### src/lic_pkg.sv
// Package for the logic input combiner: sizes, offsets, reset values,
// combining selections and the carrier structs.
// Assumes a 100 MHz system clock and a plain strobe register port.
package lic_pkg;

  localparam int LIC_NUM_LOGIC = 20;
  localparam int LIC_NUM_CONTACT = 14;
  localparam int LIC_WORD_W = 16;
  localparam int LIC_SEL_W = 5;
  localparam int LIC_ADDR_W = 8;

  localparam int LIC_CLK_HZ = 100_000_000;
  localparam int LIC_FREQ_MIN_HZ = 25;
  localparam int LIC_FREQ_MAX_HZ = 60;
  localparam logic [6:0] LIC_FREQ_RST = 7'h3C;
  localparam int LIC_CYCLE_CNT_MAX = LIC_CLK_HZ / LIC_FREQ_MIN_HZ;
  localparam int LIC_CNT_W = 22;

  localparam int LIC_MOM_MIN_MS = 50;
  localparam int LIC_MOM_MAX_MS = 200;

  localparam logic [LIC_ADDR_W-1:0] LIC_VIRT_BASE = 8'h90;
  localparam logic [LIC_ADDR_W-1:0] LIC_VIRT_LAST = 8'hA4;
  localparam logic [LIC_ADDR_W-1:0] LIC_SEL_BASE = 8'h40;
  localparam logic [LIC_ADDR_W-1:0] LIC_FREQ_ADDR = 8'h60;
  localparam logic [LIC_ADDR_W-1:0] LIC_BRK_ADDR = 8'h61;
  localparam logic [LIC_ADDR_W-1:0] LIC_CONT_ADDR = 8'h62;
  localparam logic [LIC_ADDR_W-1:0] LIC_LOGIC_ADDR = 8'h63;
  localparam logic [LIC_ADDR_W-1:0] LIC_STAT_ADDR = 8'h64;

  localparam logic [LIC_WORD_W-1:0] LIC_VIRT_RST = 16'h0000;
  localparam logic [LIC_SEL_W-1:0] LIC_SEL_RST = 5'h00;
  localparam logic [LIC_WORD_W-1:0] LIC_READ_ZERO = 16'h0000;

  typedef enum logic [LIC_SEL_W-1:0] {
    LIC_DISABLED, LIC_CONT_CLOSE, LIC_CONT_OPEN, LIC_VIRT_ON, LIC_VIRT_OFF,
    LIC_C_AND_VON, LIC_C_AND_VOFF, LIC_O_AND_VON, LIC_O_AND_VOFF,
    LIC_C_OR_VON, LIC_C_OR_VOFF, LIC_O_OR_VON, LIC_O_OR_VOFF,
    LIC_C_XOR_VON, LIC_C_XOR_VOFF, LIC_O_XOR_VON, LIC_O_XOR_VOFF
  } lic_sel_t;

  // One register port access
  typedef struct packed {
    logic [LIC_ADDR_W-1:0] addr;
    logic [LIC_WORD_W-1:0] wdata;
    logic wr;
    logic rd;
  } lic_bus_t;

  // Breaker aux contact configuration: enable and logic input index
  typedef struct packed {
    logic a_en;
    logic [4:0] a_idx;
    logic b_en;
    logic [4:0] b_idx;
  } lic_brk_t;

endpackage

### src/lic_combine.sv
// Combining logic for one logic input: contact and virtual state merged by
// the selection. Contact-less inputs accept only the virtual choices.
// Assumes selection and states come from flops on the same clock.
`timescale 1ns/1ps
`default_nettype none
module lic_combine
  import lic_pkg::*;
#(
  parameter bit HAS_CONTACT = 1'b1
) (
  input wire logic closed, // Debounced contact closed
  input wire logic von, // Virtual input on
  input wire logic [LIC_SEL_W-1:0] sel, // Combining selection
  output logic asserted // Logic input asserted
);
  // Combined groups run close-on, close-off, open-on, open-off from 5 up
  wire [LIC_SEL_W-1:0] sel_m1 = sel - 5'h01;
  wire c_cond = sel_m1[1] ? ~closed : closed;
  wire v_cond = sel_m1[0] ? ~von : von;
  logic full;

  always_comb begin
    case (lic_sel_t'(sel))
      LIC_DISABLED: full = 1'b0;
      LIC_CONT_CLOSE: full = closed;
      LIC_CONT_OPEN: full = ~closed;
      LIC_VIRT_ON: full = von;
      LIC_VIRT_OFF: full = ~von;
      LIC_C_AND_VON, LIC_C_AND_VOFF, LIC_O_AND_VON, LIC_O_AND_VOFF:
        full = c_cond & v_cond;
      LIC_C_OR_VON, LIC_C_OR_VOFF, LIC_O_OR_VON, LIC_O_OR_VOFF:
        full = c_cond | v_cond;
      LIC_C_XOR_VON, LIC_C_XOR_VOFF, LIC_O_XOR_VON, LIC_O_XOR_VOFF:
        full = c_cond ^ v_cond;
      default: full = 1'b0;
    endcase
  end

  // Virtual-only inputs: disabled, on or off; anything else never asserts
  wire virt_only = (lic_sel_t'(sel) == LIC_VIRT_ON) ? von :
                   (lic_sel_t'(sel) == LIC_VIRT_OFF) ? ~von : 1'b0;

  assign asserted = HAS_CONTACT ? full : virt_only;
endmodule
`default_nettype wire

### src/lic_debounce.sv
// One contact debouncer: a new level is accepted only after it has stayed
// stable for one power cycle, counted in system clocks.
// Assumes the raw pin is asynchronous; it is synchronised here.
`timescale 1ns/1ps
`default_nettype none
module lic_debounce
  import lic_pkg::*;
(
  input wire logic sys_clk, // System clock
  input wire logic rst_b, // Synchronous reset, low
  input wire logic raw_in, // Raw contact pin, high = closed
  input wire logic [LIC_CNT_W-1:0] period, // Clocks in one power cycle
  output logic closed // Debounced state
);
  logic sync1_r, sync2_r;
  logic [LIC_CNT_W-1:0] cnt_r, cnt_nxt;
  logic closed_r;
  wire differs = sync2_r != closed_r;
  wire expired = cnt_r >= period - 22'h00_0001;

  assign cnt_nxt = (!differs) ? '0 : (cnt_r + 22'h00_0001);
  assign closed = closed_r;

  always_ff @(posedge sys_clk) begin
    if (!rst_b) begin
      sync1_r <= 1'b0;
      sync2_r <= 1'b0;
      cnt_r <= '0;
      closed_r <= 1'b0;
    end else begin
      sync1_r <= raw_in;
      sync2_r <= sync1_r;
      cnt_r <= (differs && expired) ? '0 : cnt_nxt;
      if (differs && expired) begin
        closed_r <= sync2_r;
      end
    end
  end

  // Level only changes after a full stable count
  property p_stable_change;
    @(posedge sys_clk) disable iff (!rst_b)
    (closed_r != $past(closed_r)) |-> ($past(cnt_r) >= $past(period) - 1);
  endproperty
  a_stable_change: assert property (p_stable_change)
    else $error("debounced level changed before one power cycle");

  property p_glitch_blocked;
    @(posedge sys_clk) disable iff (!rst_b)
    (!differs && period > 22'h00_0004) ##1 differs ##1 !differs
      |-> ##1 $stable(closed_r);
  endproperty
  a_glitch_blocked: assert property (p_glitch_blocked)
    else $error("short glitch changed debounced level");
endmodule
`default_nettype wire

### src/lic_top.sv
// Logic input combiner top: debounced contact inputs, stored virtual
// inputs, per-input combining selection and breaker-function gating.
// Assumes a register master on the same clock with one-cycle strobes.
//
// Functional notes
// - Twenty logic inputs, each asserted or not asserted.
// - Fourteen contact inputs sampled, each open or closed.
// - Contacts debounced one power cycle; shorter disturbances ignored.
// - Twenty virtual words; zero is off, nonzero is on.
// - Virtual words kept through power loss, at words 0090 to 00A3.
// - Virtual words writable from serial port and front panel.
// - Inputs 1 to 14 combine same-index contact and virtual state.
// - Seventeen selections for inputs 1 to 14.
// - Single-source selections: closed, open, on or off.
// - AND selections: contact and virtual condition both hold.
// - OR selections: either condition holds.
// - XOR selections: exactly one condition holds.
// - Inputs 15 to 20 use virtual input only: disabled, on, off.
// - Asserted input invokes every function mapped to it.
// - No breaker aux contact configured: breaker functions disabled.
// - Nominal frequency 25 to 60 Hz in 1 Hz steps.
`timescale 1ns/1ps
`default_nettype none
module lic_top
  import lic_pkg::*;
#(
  parameter int NUM_LOGIC = LIC_NUM_LOGIC,
  parameter int NUM_CONTACT = LIC_NUM_CONTACT
) (
  input wire logic sys_clk, // System clock, 100 MHz
  input wire logic rst_b, // Synchronous reset, low
  input wire logic [NUM_CONTACT-1:0] contact_in, // Raw contact pins
  input wire logic [LIC_ADDR_W-1:0] reg_addr, // Serial port address
  input wire logic [LIC_WORD_W-1:0] reg_wdata, // Serial port write data
  input wire logic reg_wr, // Serial port write strobe
  input wire logic reg_rd, // Serial port read strobe
  input wire logic [4:0] panel_idx, // Front panel virtual index
  input wire logic [LIC_WORD_W-1:0] panel_wdata, // Front panel value
  input wire logic panel_wr, // Front panel write strobe
  input wire logic nv_load, // Restore virtual word from storage
  input wire logic [4:0] nv_idx, // Restore index
  input wire logic [LIC_WORD_W-1:0] nv_data, // Restore value
  output logic [LIC_WORD_W-1:0] reg_rdata, // Read data, next cycle
  output logic [NUM_LOGIC-1:0] logic_asserted, // Logic input states
  output logic [NUM_CONTACT-1:0] contact_closed, // Debounced contacts
  output logic nv_save, // Virtual word changed, store it
  output logic [4:0] nv_save_idx, // Index to store
  output logic [LIC_WORD_W-1:0] nv_save_data, // Value to store
  output logic breaker_funcs_en, // Breaker functions permitted
  output logic breaker_closed, // Breaker reported closed
  output logic breaker_open, // Breaker reported open
  output logic breaker_fail_alarm_rec // Failure alarm recommended
);

  // ==========================================================
  // Decoding
  // ==========================================================
  function automatic logic in_span(input logic [LIC_ADDR_W-1:0] a,
                                   input logic [LIC_ADDR_W-1:0] base,
                                   input int n);
    in_span = (a >= base) && (32'(a) < 32'(base) + n);
  endfunction

  function automatic logic [4:0] idx_of(input logic [LIC_ADDR_W-1:0] a,
                                        input logic [LIC_ADDR_W-1:0] base);
    logic [LIC_ADDR_W-1:0] d;
    d = a - base;
    idx_of = d[4:0];
  endfunction

  lic_bus_t bus;
  assign bus = '{addr: reg_addr, wdata: reg_wdata, wr: reg_wr, rd: reg_rd};

  wire hit_virt = in_span(bus.addr, LIC_VIRT_BASE, NUM_LOGIC);
  wire hit_sel = in_span(bus.addr, LIC_SEL_BASE, NUM_LOGIC);
  wire [4:0] bus_idx = hit_virt ? idx_of(bus.addr, LIC_VIRT_BASE)
                                : idx_of(bus.addr, LIC_SEL_BASE);

  // ==========================================================
  // Storage
  // ==========================================================
  logic [LIC_WORD_W-1:0] virt_r [NUM_LOGIC];
  logic [LIC_SEL_W-1:0] sel_r [NUM_LOGIC];
  logic [6:0] freq_r;
  lic_brk_t brk_r;
  logic [LIC_WORD_W-1:0] rdata_r;
  logic [NUM_LOGIC-1:0] asserted_r;
  logic [NUM_CONTACT-1:0] closed_r;
  logic nv_save_r;
  logic [4:0] nv_idx_r;
  logic [LIC_WORD_W-1:0] nv_data_r;
  logic brk_en_r, brk_cl_r, brk_op_r, alarm_r;
  logic [LIC_CNT_W-1:0] period_r;

  // Serial write wins over the panel in the same cycle
  wire bus_vwr = bus.wr && hit_virt;
  wire vwr = bus_vwr || panel_wr || nv_load;
  wire [4:0] vidx = bus_vwr ? bus_idx : panel_wr ? panel_idx : nv_idx;
  wire [LIC_WORD_W-1:0] vdata = bus_vwr ? bus.wdata :
                                panel_wr ? panel_wdata : nv_data;
  wire vidx_ok = 32'(vidx) < NUM_LOGIC;

  // Frequency write clamped into 25..60 Hz
  wire [6:0] freq_in = bus.wdata[6:0];
  wire [6:0] freq_nxt =
    (32'(freq_in) < LIC_FREQ_MIN_HZ) ? 7'(LIC_FREQ_MIN_HZ) :
    (32'(freq_in) > LIC_FREQ_MAX_HZ) ? 7'(LIC_FREQ_MAX_HZ) : freq_in;
  wire [LIC_CNT_W-1:0] period_nxt = LIC_CNT_W'(LIC_CLK_HZ / 32'(freq_r));

  logic [NUM_LOGIC-1:0] von;
  logic [NUM_LOGIC-1:0] asserted_w;
  logic [NUM_CONTACT-1:0] closed_w;

  genvar g;
  generate
    for (g = 0; g < NUM_LOGIC; g++) begin : g_in
      assign von[g] = virt_r[g] != LIC_VIRT_RST;
      always_ff @(posedge sys_clk) begin
        if (!rst_b) begin
          virt_r[g] <= LIC_VIRT_RST;
          sel_r[g] <= LIC_SEL_RST;
        end else begin
          if (vwr && vidx_ok && 32'(vidx) == g) begin
            virt_r[g] <= vdata;
          end
          if (bus.wr && hit_sel && 32'(bus_idx) == g) begin
            sel_r[g] <= bus.wdata[LIC_SEL_W-1:0];
          end
        end
      end
      if (g < NUM_CONTACT) begin : g_ct
        lic_debounce u_deb (
          .sys_clk(sys_clk),
          .rst_b(rst_b),
          .raw_in(contact_in[g]),
          .period(period_r),
          .closed(closed_w[g])
        );
        lic_combine #(.HAS_CONTACT(1'b1)) u_cmb (
          .closed(closed_w[g]),
          .von(von[g]),
          .sel(sel_r[g]),
          .asserted(asserted_w[g])
        );
      end else begin : g_vo
        lic_combine #(.HAS_CONTACT(1'b0)) u_cmb (
          .closed(1'b0),
          .von(von[g]),
          .sel(sel_r[g]),
          .asserted(asserted_w[g])
        );
      end
    end
  endgenerate

  // ==========================================================
  // Breaker state from aux contacts on contact-backed inputs
  // ==========================================================
  wire a_ok = brk_r.a_en && 32'(brk_r.a_idx) < NUM_CONTACT;
  wire b_ok = brk_r.b_en && 32'(brk_r.b_idx) < NUM_CONTACT;
  wire breaker_aux_contact_a = a_ok && asserted_w[brk_r.a_idx];
  wire breaker_aux_contact_b = b_ok && asserted_w[brk_r.b_idx];
  wire funcs_en = a_ok || b_ok;
  wire cl_w = a_ok ? breaker_aux_contact_a :
              (b_ok && !breaker_aux_contact_b);
  wire op_w = b_ok ? breaker_aux_contact_b :
              (a_ok && !breaker_aux_contact_a);

  // ==========================================================
  // Read mux
  // ==========================================================
  logic [LIC_WORD_W-1:0] rd_mux;
  always_comb begin
    rd_mux = LIC_READ_ZERO;
    if (hit_virt) begin
      rd_mux = virt_r[bus_idx];
    end else if (hit_sel) begin
      rd_mux = LIC_WORD_W'(sel_r[bus_idx]);
    end else if (bus.addr == LIC_FREQ_ADDR) begin
      rd_mux = LIC_WORD_W'(freq_r);
    end else if (bus.addr == LIC_BRK_ADDR) begin
      rd_mux = LIC_WORD_W'(brk_r);
    end else if (bus.addr == LIC_CONT_ADDR) begin
      rd_mux = LIC_WORD_W'(closed_r);
    end else if (bus.addr == LIC_LOGIC_ADDR) begin
      rd_mux = asserted_r[LIC_WORD_W-1:0];
    end else if (bus.addr == LIC_STAT_ADDR) begin
      rd_mux = {asserted_r[NUM_LOGIC-1:LIC_WORD_W],
                brk_op_r, brk_cl_r, brk_en_r,
                {(LIC_WORD_W-3-NUM_LOGIC+LIC_WORD_W){1'b0}}};
    end
  end

  // ==========================================================
  // Registers
  // ==========================================================
  always_ff @(posedge sys_clk) begin
    if (!rst_b) begin
      freq_r <= LIC_FREQ_RST;
      period_r <= LIC_CNT_W'(LIC_CLK_HZ / 60);
      brk_r <= '0;
      rdata_r <= LIC_READ_ZERO;
      asserted_r <= '0;
      closed_r <= '0;
      nv_save_r <= 1'b0;
      nv_idx_r <= '0;
      nv_data_r <= LIC_VIRT_RST;
      brk_en_r <= 1'b0;
      brk_cl_r <= 1'b0;
      brk_op_r <= 1'b0;
      alarm_r <= 1'b0;
    end else begin
      if (bus.wr && bus.addr == LIC_FREQ_ADDR) begin
        freq_r <= freq_nxt;
      end
      if (bus.wr && bus.addr == LIC_BRK_ADDR) begin
        brk_r <= bus.wdata[11:0];
      end
      period_r <= period_nxt;
      rdata_r <= bus.rd ? rd_mux : LIC_READ_ZERO;
      asserted_r <= asserted_w;
      closed_r <= closed_w;
      nv_save_r <= (bus_vwr || panel_wr) && vidx_ok;
      nv_idx_r <= vidx;
      nv_data_r <= vdata;
      brk_en_r <= funcs_en;
      brk_cl_r <= funcs_en && cl_w;
      brk_op_r <= funcs_en && op_w;
      alarm_r <= funcs_en;
    end
  end

  assign reg_rdata = rdata_r;
  assign logic_asserted = asserted_r;
  assign contact_closed = closed_r;
  assign nv_save = nv_save_r;
  assign nv_save_idx = nv_idx_r;
  assign nv_save_data = nv_data_r;
  assign breaker_funcs_en = brk_en_r;
  assign breaker_closed = brk_cl_r;
  assign breaker_open = brk_op_r;
  assign breaker_fail_alarm_rec = alarm_r;

  // ==========================================================
  // Checks
  // ==========================================================
  property p_virt_store;
    @(posedge sys_clk) disable iff (!rst_b)
    (bus.wr && hit_virt) |=> (virt_r[$past(bus_idx)] == $past(bus.wdata));
  endproperty
  a_virt_store: assert property (p_virt_store)
    else $error("serial virtual write not stored");

  property p_von_level;
    @(posedge sys_clk) disable iff (!rst_b)
    (bus.wr && hit_virt && bus.wdata == 16'h0000) |=> !von[$past(bus_idx)];
  endproperty
  a_von_level: assert property (p_von_level)
    else $error("zero virtual word reads as on");

  property p_nv_save;
    @(posedge sys_clk) disable iff (!rst_b)
    (bus.wr && hit_virt) |=> (nv_save && nv_save_idx == $past(bus_idx));
  endproperty
  a_nv_save: assert property (p_nv_save)
    else $error("virtual write not passed to storage");

  property p_virt_only;
    @(posedge sys_clk) disable iff (!rst_b)
    (sel_r[NUM_LOGIC-1] == LIC_SEL_W'(LIC_VIRT_ON))
      |=> logic_asserted[NUM_LOGIC-1] == $past(von[NUM_LOGIC-1]);
  endproperty
  a_virt_only: assert property (p_virt_only)
    else $error("virtual-only input does not follow virtual on");

  property p_disabled;
    @(posedge sys_clk) disable iff (!rst_b)
    (sel_r[0] == LIC_SEL_W'(LIC_DISABLED)) |=> !logic_asserted[0];
  endproperty
  a_disabled: assert property (p_disabled)
    else $error("disabled input asserted");

  property p_and0;
    @(posedge sys_clk) disable iff (!rst_b)
    (sel_r[0] == LIC_SEL_W'(LIC_C_AND_VON))
      |=> logic_asserted[0] == ($past(closed_w[0]) && $past(von[0]));
  endproperty
  a_and0: assert property (p_and0)
    else $error("AND selection wrong on input one");

  property p_brk_gate;
    @(posedge sys_clk) disable iff (!rst_b)
    (!brk_r.a_en && !brk_r.b_en)
      |=> (!breaker_funcs_en && !breaker_closed && !breaker_open);
  endproperty
  a_brk_gate: assert property (p_brk_gate)
    else $error("breaker functions active with no aux contact");

  property p_freq_range;
    @(posedge sys_clk) disable iff (!rst_b)
    1'b1 |-> (freq_r >= 7'd25 && freq_r <= 7'd60);
  endproperty
  a_freq_range: assert property (p_freq_range)
    else $error("nominal frequency out of range");
endmodule
`default_nettype wire

### config.mk
export PLATFORM = sky130hd
export DESIGN_NAME = lic_top
export DESIGN_NICKNAME = d
export VERILOG_FILES = /design/src/lic_pkg.sv /design/src/lic_combine.sv /design/src/lic_debounce.sv /design/src/lic_top.sv
export SDC_FILE = /design/constraint.sdc
export NUM_CORES = 2
export LEC_CHECK = 0
export ABC_AREA = 1
export BUFFER_PORTS_ARGS = -buffer_cell sky130_fd_sc_hd__buf_2
export CAP_MARGIN = 0
export CORE_UTILIZATION = 30
export DETAILED_ROUTE_END_ITERATION = 10
export PLACE_DENSITY_LB_ADDON = 0.1
export SLEW_MARGIN = 20
export SYNTH_ARGS = -nofsm -noshare
export SYNTH_HDL_FRONTEND = slang
export SYNTH_HIERARCHICAL = 1
export SYNTH_SLANG_ARGS = --single-unit
### constraint.sdc
create_clock -name sys_clk -period 94.7 [get_ports sys_clk]
set_clock_uncertainty 0.1 [all_clocks]
set_input_delay 4.735 -clock sys_clk [delete_from_list [all_inputs] [get_ports sys_clk]]
set_output_delay 4.735 -clock sys_clk [all_outputs]
set_load 0.01 [all_outputs]
==> summary.txt <==
Global routing
  – Vias in the first global route: 77885
  – Total Routing Usage GR: 0.2062
  – Initial antenna violation count: 8
  – Largest net degree at the start of global routing: 73
  – Global-route wire length before repair: 463300 microns
  – Gr ovfl total: 0

Layout
  – Share of cells above drive strength 1: 0.1244
  – Post-layout util: 0.3313
  – Number of fill cells: 30771
  – Most frequent cells in the layout: 2902 x nand2_1, 2059 x nor2_1, 1577 x inv_1
  – Final #Nets: between 10000 and 15000
  – Final std cells w/o fill: 16401
  – Register area: 0.02199 sq mm
  – Area growth from synthesis to layout: 9.443%
  – Final instance area: 0.09375 sq mm
  – Most common cell after layout, fill and taps aside: nand2_1
  – Area of the multi-input gates: about 0.055 sq mm

Clock network
  – CTS tree: built
  – Clk buf depth: 3
  – Worst-path clk slew: around 0.070 ns
  – H-tree levels: 3
  – Clk Latency, worst-skew pair: around 0.8 ns
  – CTS Buf Count: between 100 and 150
  – Root buffer cell: clkbuf_16
  – Clk sink count: around 890
  – Hold Buf Count CTS: 0
  – Post-CTS Setup Inserts: 0
  – Cts repair resizes: 0

Setup path
  – CP arrival: between 60 and 70 ns
  – Crit path top cell by count: nand2_1
  – Slowest-stage cell, CP: nand3_2
  – Required @ worst endpoint: around 95 ns
  – Critical path capture point type: flip-flop
  – WP depth: 352
  – Critical path's largest stage delay: around 0.7 ns
  – Crit path max fanout: 42
  – CP top delay family: simple AND/OR/NAND/NOR gates
  – Worst setup SP type: flip-flop
  – Reg2reg path depth: between 300 and 400
  – Crit path buf inv count: 52
  – Critical path type: flip-flop to flip-flop

Timing
  – Final setup viols: 0
  – Worst Tran Pin Value: 1.162 ns
  – Tmin final: approximately 63 ns
  – Final hold vios: 0
  – RSZ-0062 raised after global routing: no
  – Fmax: about 0.016 GHz
  – Slew Viols, Final: 0
  – Relative slew margins: 0.2247
  – Fin crit share: 0.6631
  – Setup TNS: 0 ns

Hold path
  – Hold Path Class: flip-flop to flip-flop
  – Hold Path Depth: 2

Flow run
  – Max-cap violations: 0

Placement
  – Dpl hpwl: 232900 microns
  – Placed instance area: 0.09023 sq mm
  – IO Port Bufs: between 150 and 200
  – Placed Cells: about 16000
  – Routability Congestion: about 0.9

Floorplanning
  – Die Span Y: 536.4 microns
  – Row Count: 195
  – Starting Density: 0.3027
  – # IOs: approximately 160
  – Placeable Area: between 0.2 and 0.3 sq mm
  – Die area: 0.2877 sq mm
  – Die Wd: 536.4 microns

Routing
  – Via density: slightly below 5
  – Drt total wl: slightly above 300000 microns
  – DRC viols: 0
  – DR iter-0 viols: between 4000 and 5000
  – Drt pass-1 iters: 8
  – Via count: between 70000 and 80000
  – Wire length per cell: approximately 18 microns
  – Routed Antenna Nets: 0

Run status
  – Status: complete, no violations

Power and ir drop
  – Pwr Density: 25.82 mW/mm^2
  – Clock share of power: 0.173
  – NetSw: between 1 and 1.5 mW
  – Switching share of power: 0.5432
  – Pleak: 41.28 nW
  – Logic pwr share: 0.649
  – Worst VDD drop: ~0.03 mV
  – Flop pwr share: 0.177
  – Power Internal: between 1 and 1.5 mW

Synth
  – Syn. warnings: 6
  – Syn avg cell area: around 7 sq um
  – Post-Syn Instances: ~12000
  – Mapped Area: 0.08566 sq mm
  – Syn_nets: between 10000 and 15000
-- power by group through the flow --
stage                     Sequential, mW  Clock, mW  Combinational, mW
final                              0.429      0.420               1.57
after global routing               0.431      0.446               1.75
after CTS                          0.429      0.433               1.58
after detailed placement           0.437          0               1.57
after global placement             0.437          0               1.57
after floorplan                    0.433          0               1.19
-- layer usage --
metal	vias to the layer above	share of wire	global-route usage
met5	-	0	0
met3	347	0.039	0.01917
met1	37453	0.47	0.2777
li1	40505	-	-
met2	1618	0.46	0.3507
met4	0	0.025	0.05354
-- path summary, 6_finish.rpt --
check / startpoint / to / slack [ns]
hold / removal: g_in[10].g_ct.u_deb/sync1_r / g_in[10].g_ct.u_deb/sync2_r / 0.32
hold reg to reg: g_in[10].g_ct.u_deb/sync1_r / g_in[10].g_ct.u_deb/sync2_r / 0.32
setup reg to reg: freq_r[6] / period_r[0] / 31.90
setup / recovery: freq_r[6] / period_r[0] / 31.90
-- through the flow --
step | total power [mW] | worst slack [ns] | hold WS, ns
3_5_place_dp | 2.007 | 32.25 | 0.3065
4_1_cts | 2.437 | 32.00 | 0.3212
5_1_grt | 2.624 | 24.53 | 0.3295
2_1_floorplan | 1.627 | 43.38 | 0.2900
6_report | 2.421 | 31.90 | 0.3176
3_3_place_gp | 2.012 | 33.70 | 0.3081
-- flip-flops by register name, indices dropped and copies added, names as in the netlist, 14 cells and up --
register                 count
contact_closed              14
g_in.g_ct.u_deb/closed      14
g_in.g_ct.u_deb/cnt_r      308
g_in.g_ct.u_deb/sync1_r     14
g_in.g_ct.u_deb/sync2_r     14
logic_asserted              20
nv_save_data                16
period_r                    22
reg_rdata                   16
sel_r                      100
virt_r                     320
-- area by class of cell --
type	count	share of cell area
multi-input combinational	9585	0.5907
sequential	886	0.2346
inverter	1742	0.07144
tap	3743	0.04995
clock buffer	148	0.03236
timing repair buffer	248	0.01580
clock inverter	43	0.005058
antenna	6	0.0001601
-- worst reg2reg max path: cells and delay by family (launching register included) --
family | cells | cell delay [ns]
buffers and inverters | 52 | 6.76
adders and majority gates | 30 | 10.47
DFF | 1 | 0.45
xor gates and xnor gates | 1 | 0.18
and+or+nand+nor | 170 | 27.35
AOI/OAI and AO/OA | 99 | 17.34
No activity file was read; power rests on OpenSTA's default activity.
